**config.mk**
```make
export PLATFORM = sky130hd
export DESIGN_NAME = dpsem_host
export DESIGN_NICKNAME = d
export VERILOG_FILES = /design/src/logic/dpsem_pkg.sv /design/src/logic/dpsem_timer.sv /design/src/logic/dpsem_host.sv
export VERILOG_INCLUDE_DIRS = /design/src /design/src/logic
export SDC_FILE = /design/constraint.sdc
export NUM_CORES = 1
export LEC_CHECK = 0
export BUFFER_PORTS_ARGS = -buffer_cell sky130_fd_sc_hd__buf_2
export CAP_MARGIN = 20
export CORE_MARGIN = 5
export CORE_UTILIZATION = 50
export DETAILED_ROUTE_END_ITERATION = 12
export PLACE_DENSITY = 0.81
export SYNTH_ARGS = -nofsm -noshare
export SYNTH_HDL_FRONTEND = slang
export SYNTH_SLANG_ARGS = --single-unit
```
**constraint.sdc**
```tcl
create_clock -name core_clk -period 4.61 [get_ports core_clk]
set_clock_uncertainty 0.2 [all_clocks]
set_input_delay 0.922 -clock core_clk [delete_from_list [all_inputs] [get_ports core_clk]]
set_output_delay 0.922 -clock core_clk [all_outputs]
set_load 0.005 [all_outputs]
```
**src/logic/dpsem_cfg.svh**
```systemverilog
// Constants for the semaphore port controller
`ifndef DPSEM_CFG_SVH
`define DPSEM_CFG_SVH
`define DPSEM_FLAGS 8
`define DPSEM_IDX_W 3
`define DPSEM_ADDR_W 13
`define DPSEM_DATA_W 16
`define DPSEM_CLK_NS 50
`define DPSEM_SETUP_NS 50
`define DPSEM_PULSE_NS 100
`define DPSEM_GAP_NS 50
`define DPSEM_CYC(ns) (((ns) + `DPSEM_CLK_NS - 1) / `DPSEM_CLK_NS)
`define DPSEM_SETUP_CYC `DPSEM_CYC(`DPSEM_SETUP_NS)
`define DPSEM_PULSE_CYC `DPSEM_CYC(`DPSEM_PULSE_NS)
`define DPSEM_GAP_CYC `DPSEM_CYC(`DPSEM_GAP_NS)
`define DPSEM_CNT_W 4
`define DPSEM_CMD_ACQUIRE 2'h0
`define DPSEM_CMD_RELEASE 2'h1
`define DPSEM_CMD_POLL 2'h2
`define DPSEM_CMD_INIT 2'h3
`endif

```
**src/logic/dpsem_pkg.sv**
```systemverilog
// Types for the semaphore port controller
package dpsem_pkg;
   typedef enum logic [1:0] {
      dpsem_acquire, dpsem_release, dpsem_poll, dpsem_init
   } dpsem_cmd_e;
   typedef struct packed {
      logic flag_space_select_n;
      logic array_select_n;
      logic output_enable_n;
      logic write_n;
      logic [12:0] addr;
      logic [15:0] wdata;
      logic data_oe;
   } dpsem_pins_s;
endpackage

```
**src/logic/dpsem_timer.sv**
```systemverilog
// Phase timer for one bus cycle phase
`timescale 1ns/100ps
`include "dpsem_cfg.svh"
module dpsem_timer (
   input wire logic core_clk,
   input wire logic sys_rst,
   input wire logic load,
   input wire logic [`DPSEM_CNT_W-1:0] load_val,
   output logic done
);
   logic [`DPSEM_CNT_W-1:0] cnt_r;
   logic [`DPSEM_CNT_W-1:0] cnt_nxt;
   always_comb begin
      cnt_nxt = cnt_r;
      if (load) begin
         cnt_nxt = load_val;
      end else if (cnt_r != 4'h0) begin
         cnt_nxt = cnt_r - 4'h1;
      end
   end
   always_ff @(posedge core_clk) begin
      if (sys_rst) begin
         cnt_r <= 4'h0;
      end else begin
         cnt_r <= cnt_nxt;
      end
   end
   assign done = (cnt_r == 4'h0);
endmodule // dpsem_timer

```
**src/logic/dpsem_host.sv**
```systemverilog
// Host-side controller that drives one port of the semaphore flag space
`timescale 1ns/100ps
`include "dpsem_cfg.svh"
module dpsem_host (
   input wire logic core_clk,
   input wire logic sys_rst,
   input wire logic cmd_valid,
   input wire dpsem_pkg::dpsem_cmd_e cmd_op,
   input wire logic [`DPSEM_IDX_W-1:0] cmd_flag_index,
   output logic cmd_ready,
   output logic done_pulse,
   output logic done_granted,
   output logic [`DPSEM_DATA_W-1:0] done_rdata,
   output logic flag_space_select_n,
   output logic array_select_n,
   output logic output_enable_n,
   output logic write_n,
   output logic [`DPSEM_ADDR_W-1:0] addr,
   output logic [`DPSEM_DATA_W-1:0] data_out,
   output logic data_oe,
   input wire logic [`DPSEM_DATA_W-1:0] data_in
);
   typedef enum logic [2:0] {
      st_idle, st_wsetup, st_wpulse, st_wgap, st_rsetup, st_rsample, st_rgap, st_done
   } dpsem_state_e;

   function automatic logic [`DPSEM_CNT_W-1:0] dpsem_cnt(input int cyc);
      dpsem_cnt = (cyc < 1) ? 4'h0 : 4'(cyc - 1);
   endfunction

   function automatic logic [`DPSEM_IDX_W-1:0] dpsem_first_idx(input dpsem_pkg::dpsem_cmd_e op,
         input logic [`DPSEM_IDX_W-1:0] idx);
      dpsem_first_idx = (op == dpsem_pkg::dpsem_init) ? 3'h0 : idx; // Init always starts at flag zero
   endfunction

   function automatic logic [`DPSEM_ADDR_W-1:0] dpsem_flag_addr(input logic [`DPSEM_IDX_W-1:0] idx);
      dpsem_flag_addr = {10'h000, idx};
   endfunction

   dpsem_state_e state_r, state_nxt;
   dpsem_pkg::dpsem_pins_s pins_r, pins_nxt;
   dpsem_pkg::dpsem_cmd_e op_r, op_nxt;
   logic [`DPSEM_IDX_W-1:0] idx_r, idx_nxt;
   logic [`DPSEM_DATA_W-1:0] rdata_r, rdata_nxt;
   logic ready_r, ready_nxt;
   logic done_r, done_nxt;
   logic granted_r, granted_nxt;
   logic tmr_load;
   logic [`DPSEM_CNT_W-1:0] tmr_val;
   logic tmr_done;

   dpsem_timer u_timer (
      .core_clk(core_clk),
      .sys_rst(sys_rst),
      .load(tmr_load),
      .load_val(tmr_val),
      .done(tmr_done)
   );

   always_comb begin
      state_nxt = state_r;
      pins_nxt = pins_r;
      op_nxt = op_r;
      idx_nxt = idx_r;
      rdata_nxt = rdata_r;
      ready_nxt = 1'b0;
      done_nxt = 1'b0;
      granted_nxt = granted_r;
      tmr_load = 1'b0;
      tmr_val = 4'h0;
      pins_nxt.array_select_n = 1'b1;
      unique case (state_r)
         st_idle: begin
            pins_nxt.flag_space_select_n = 1'b1;
            pins_nxt.output_enable_n = 1'b1;
            pins_nxt.write_n = 1'b1;
            pins_nxt.data_oe = 1'b0;
            ready_nxt = 1'b1;
            if (cmd_valid && ready_r) begin
               ready_nxt = 1'b0;
               op_nxt = cmd_op;
               idx_nxt = dpsem_first_idx(cmd_op, cmd_flag_index);
               pins_nxt.addr = dpsem_flag_addr(dpsem_first_idx(cmd_op, cmd_flag_index));
               pins_nxt.flag_space_select_n = 1'b0;
               tmr_load = 1'b1;
               tmr_val = dpsem_cnt(`DPSEM_SETUP_CYC);
               if (cmd_op == dpsem_pkg::dpsem_poll) begin
                  state_nxt = st_rsetup;
               end else begin
                  // Acquire writes zero; release and init write one
                  pins_nxt.wdata = {15'h0000, cmd_op != dpsem_pkg::dpsem_acquire};
                  pins_nxt.data_oe = 1'b1;
                  state_nxt = st_wsetup;
               end
            end
         end
         st_wsetup: begin
            if (tmr_done) begin
               pins_nxt.write_n = 1'b0;
               tmr_load = 1'b1;
               tmr_val = dpsem_cnt(`DPSEM_PULSE_CYC);
               state_nxt = st_wpulse;
            end
         end
         st_wpulse: begin
            if (tmr_done) begin
               pins_nxt.write_n = 1'b1;
               tmr_load = 1'b1;
               tmr_val = dpsem_cnt(`DPSEM_GAP_CYC);
               state_nxt = st_wgap;
            end
         end
         st_wgap: begin
            if (tmr_done) begin
               pins_nxt.data_oe = 1'b0;
               tmr_load = 1'b1;
               if (op_r == dpsem_pkg::dpsem_acquire) begin
                  // Read back after writing, never before
                  pins_nxt.flag_space_select_n = 1'b1;
                  tmr_val = dpsem_cnt(`DPSEM_GAP_CYC);
                  state_nxt = st_rgap;
               end else if (op_r == dpsem_pkg::dpsem_init && idx_r != 3'h7) begin
                  idx_nxt = idx_r + 3'h1;
                  pins_nxt.addr = dpsem_flag_addr(idx_r + 3'h1);
                  pins_nxt.data_oe = 1'b1;
                  tmr_val = dpsem_cnt(`DPSEM_SETUP_CYC);
                  state_nxt = st_wsetup;
               end else begin
                  pins_nxt.flag_space_select_n = 1'b1;
                  granted_nxt = 1'b0;
                  state_nxt = st_done;
               end
            end
         end
         st_rgap: begin
            if (tmr_done) begin
               pins_nxt.flag_space_select_n = 1'b0;
               pins_nxt.output_enable_n = 1'b0;
               tmr_load = 1'b1;
               tmr_val = dpsem_cnt(`DPSEM_PULSE_CYC);
               state_nxt = st_rsample;
            end
         end
         st_rsetup: begin
            if (tmr_done) begin
               pins_nxt.output_enable_n = 1'b0;
               tmr_load = 1'b1;
               tmr_val = dpsem_cnt(`DPSEM_PULSE_CYC);
               state_nxt = st_rsample;
            end
         end
         st_rsample: begin
            if (tmr_done) begin
               rdata_nxt = data_in;
               granted_nxt = !data_in[0];
               pins_nxt.output_enable_n = 1'b1;
               pins_nxt.flag_space_select_n = 1'b1;
               state_nxt = st_done;
            end
         end
         st_done: begin
            done_nxt = 1'b1;
            state_nxt = st_idle;
         end
      endcase
   end

   always_ff @(posedge core_clk) begin
      if (sys_rst) begin
         state_r <= st_idle;
         pins_r <= '{flag_space_select_n: 1'b1, array_select_n: 1'b1, output_enable_n: 1'b1,
                     write_n: 1'b1, addr: 13'h0000, wdata: 16'h0000, data_oe: 1'b0};
         op_r <= dpsem_pkg::dpsem_acquire;
         idx_r <= 3'h0;
         rdata_r <= 16'h0000;
         ready_r <= 1'b0;
         done_r <= 1'b0;
         granted_r <= 1'b0;
      end else begin
         state_r <= state_nxt;
         pins_r <= pins_nxt;
         op_r <= op_nxt;
         idx_r <= idx_nxt;
         rdata_r <= rdata_nxt;
         ready_r <= ready_nxt;
         done_r <= done_nxt;
         granted_r <= granted_nxt;
      end
   end

   assign cmd_ready = ready_r;
   assign done_pulse = done_r;
   assign done_granted = granted_r;
   assign done_rdata = rdata_r;
   assign flag_space_select_n = pins_r.flag_space_select_n;
   assign array_select_n = pins_r.array_select_n;
   assign output_enable_n = pins_r.output_enable_n;
   assign write_n = pins_r.write_n;
   assign addr = pins_r.addr;
   assign data_out = pins_r.wdata;
   assign data_oe = pins_r.data_oe;
endmodule // dpsem_host

```
==> metrics.yaml <==
worst_setup_path:
  cp-end-kind: "flop"
  path_cells: "clkinv_1 -> fa_1 -> nor3_1 -> mux2i_1"
  cp_slowest_cell: "dfxtp_1"
  cpPeakStageDelay_ns: 0.70
  cpLargestDelayFamily: "flip-flops"
  worstSetupPathType: "reg -> reg"
  path_buf_inv: 1
  worstPathMaxFanout: 19
  required_ns: 4.64
  cp-start-kind: "flop"
  crit_arrival_ns: 2.48
drt:
  wl_per_cell_um: 13.2
  drt-total-wl_um: 4670
  dr.pass1.iters: 4
  drt_first_iter_violations: 115
  num_vias: 1867
  drc_errors: 0
  viasPerCell: 5.29
  ant_nets: 0
floorplanning:
  start_util: 0.516
  die-height_um: 74.5
  core-area_um2: 4030
  ioPinCount: 77
  die_x_um: 74.5
  rows: 23
  die_area_um2: 5550
clock_network:
  path_clk_slew_ns: 0.08
  ctsResizeCount: 0
  clk_latency_ns: 0.30
  clockBufferDepth: 2
  cts_setup_buffers: 0
  ctsHoldBuffers: 0
  clk_root_buffer_cell: "clkbuf_8"
  htreeDepth: 2
  tritoncts: "yes"
  numCtsBuffers: 5
  numClockSinks: 39
synth:
  netlist_instances: 262
  synth_flop_cell: "dfxtp_1"
  yosysSeqAreaShare: 0.375
  async_flop_share: 0
  synthTopCellsByArea: "dfxtp_1 (38%), buf_4 (10%), a21oi_1 (8.7%), nand2_1 (8.5%), o21ai_0 (2.9%)"
  yosysWarnings: 0
  synth_top_area_frac: 0.375
  synth_area_leader_cell: "dfxtp_1"
  ys_seq_elements: 39
  syn_area_per_cell_um2: 7.94
  yosysUniqueCellTypes: 48
  synth_edf_count: 0
  syn_area_um2: 2080
sta:
  maxSlewViolCount: 0
  finalCriticalPeriod_ns: 2.45
  rsz0062_at_grt: "no"
  setup_tns_ns: 0
  finalSetupViolCount: 0
  relSlewSlack: 0.537
  fin_crit_sh: 0.531
  finalHoldViolCount: 0
  worst_pin_slew_ns: 0.693
  max_freq_ghz: 0.409
  setup_ws_ns: 2.16
power:
  netSwitchingFraction: 0.390
  ir_drop_mv: 0.316
  p_per_area_nw_per_um2: 557
  p_switching_mw: 0.505
  combPwrFrac: 0.402
  power_frac_seq: 0.375
  clkPwrFrac: 0.223
  internal_power_mw: 0.790
  leakage_nw: 0.975
flow_run:
  max_cap_viol_count: 0
layout:
  instances_no_fill: 353
  n_antenna_cell: 0
  area_growth_syn_to_layout_pct: 11.7
  drive_gt1_frac: 0.208
  fillCellCount: 373
  nets: 331
global_routing:
  antenna_found_initial: 0
  grtUsageTotal: 0.176
  overflow: 0
  grt_max_degree: 34
  grt_pass1_wl_um: 7530
  grt_pass1_vias: 1716
place:
  dp_worst_setup_slack_ns: 2.17
  gp_congestion: 0.889
  portBuffers: 50
  hpwl_um: 3360
  dp.cells: 345
outcome:
  outcome: "completed"
min_path:
  worstHoldPathType: "reg -> reg"
-- flip-flops by register name (all words and copies together), names as in the netlist, 2 cells and up --
signal and count:
op_r 2, done_rdata 16, state_r 3, addr 3
u_timer.cnt_r 4, idx_r 3
-- cell type report --
cell class	count	area [um2]	share of cell area
clock inverters	3	43.8	0.0188
clock buffers	5	68.8	0.0296
flip-flops and latches	39	781	0.336
well taps	50	62.6	0.0269
multi-input cells	199	1090	0.468
repair buffers	51	258	0.111
inverters	6	22.5	0.00969
-- final timing paths --
check	slack, ns	from	depth (start not counted)	to
worst max register to register	2.16	state_r[0]$_SDFFE_PP0P_	4	flag_space_select_n$_SDFFE_PP1P_
worst min register to register	0.25	done_rdata[5]$_SDFFE_PP0P_	2	done_rdata[5]$_SDFFE_PP0P_
worst max-delay path	2.16	state_r[0]$_SDFFE_PP0P_	4	flag_space_select_n$_SDFFE_PP1P_
worst min-delay path	0.25	done_rdata[5]$_SDFFE_PP0P_	2	done_rdata[5]$_SDFFE_PP0P_
-- per-stage QoR --
stage | hold WS (ns) | util | cell area, um2 | total power, mW
after floorplan | 0.241 | - | 2170 | 0.902
final | 0.254 | 0.577 | 2320 | 1.29
after CTS | 0.255 | 0.577 | 2320 | 1.30
after global placement | 0.239 | 0.549 | 2210 | 0.989
after global routing | 0.272 | 0.577 | 2320 | 1.39
after detailed placement | 0.244 | 0.549 | 2210 | 1.00
-- cell usage in the layout (no fill, tap or decap), types with 2 or more instances in the layout --
cell and n:
a211o_1 2, conb_1 26, inv_1 5, o21bai_1 2
nor3_1 5, nor4_1 2, mux2i_1 2, nand3b_1 2
dfxtp_1 39, o41a_1 2, buf_2 50, nand2_1 47
xnor2_1 3, clkbuf_8 5, a211oi_1 3, a22oi_1 2
ha_1 4, nand3_1 4, a21oi_1 36, o211ai_1 3
o21ai_0 12, nand2b_1 3, a31oi_1 2, o31a_1 2
and3b_1 2, nor2_1 15
-- logic make-up after synthesis --
group	Yosys count	synth area share
and+or+nand+nor	89	0.201
AOI/OAI and AO/OA	74	0.218
buffers and inverters	48	0.146
DFF	39	0.375
adders and majority gates	5	0.0337
xor gates and xnor gates	3	0.0126
other	2	0.00361
muxes	2	0.00962
-- routing by layer --
layer / vias up / wire [um] / global-route usage
met3: 11 / 458 / 0.0459
met5: - / 0 / 0
li1: 930 / - / -
met4: 0 / 89 / 0.0929
met1: 848 / 1990 / 0.227
met2: 78 / 2130 / 0.269
-- cell usage after synthesis, types with 2 or more instances --
cell      number
nand2_1       47
ha_1           4
a31oi_1        2
nor4_1         2
nand3b_1       2
nor3_1         5
o41a_1         2
buf_6          2
o21bai_1       2
nor2_1        15
o31a_1         2
a22oi_1        2
nand2b_1       3
clkbuf_1       9
o211ai_1       3
a21oi_1       36
conb_1         2
inv_1          5
o21ai_0       12
xnor2_1        3
dfxtp_1       39
a211o_1        2
buf_4         28
nand3_1        4
a211oi_1       3
and3b_1        2
mux2i_1        2
buf_2          2
-- worst register-to-register path, stage by stage, from the launching register on --
cell and delay (ns):
dfxtp_1 0.70, clkinv_1 0.44, fa_1 0.57, nor3_1 0.26, mux2i_1 0.21
-- power groups by stage --
stage               combinational (mW)  sequential (mW)  clock, mW
global placement                 0.500            0.489          0
global route                     0.584            0.497      0.311
finish                           0.520            0.485      0.289
detailed placement               0.513            0.490          0
floorplan                        0.455            0.446          0
CTS                              0.518            0.483      0.295
Note: power is estimated with default switching activity, not from simulation.
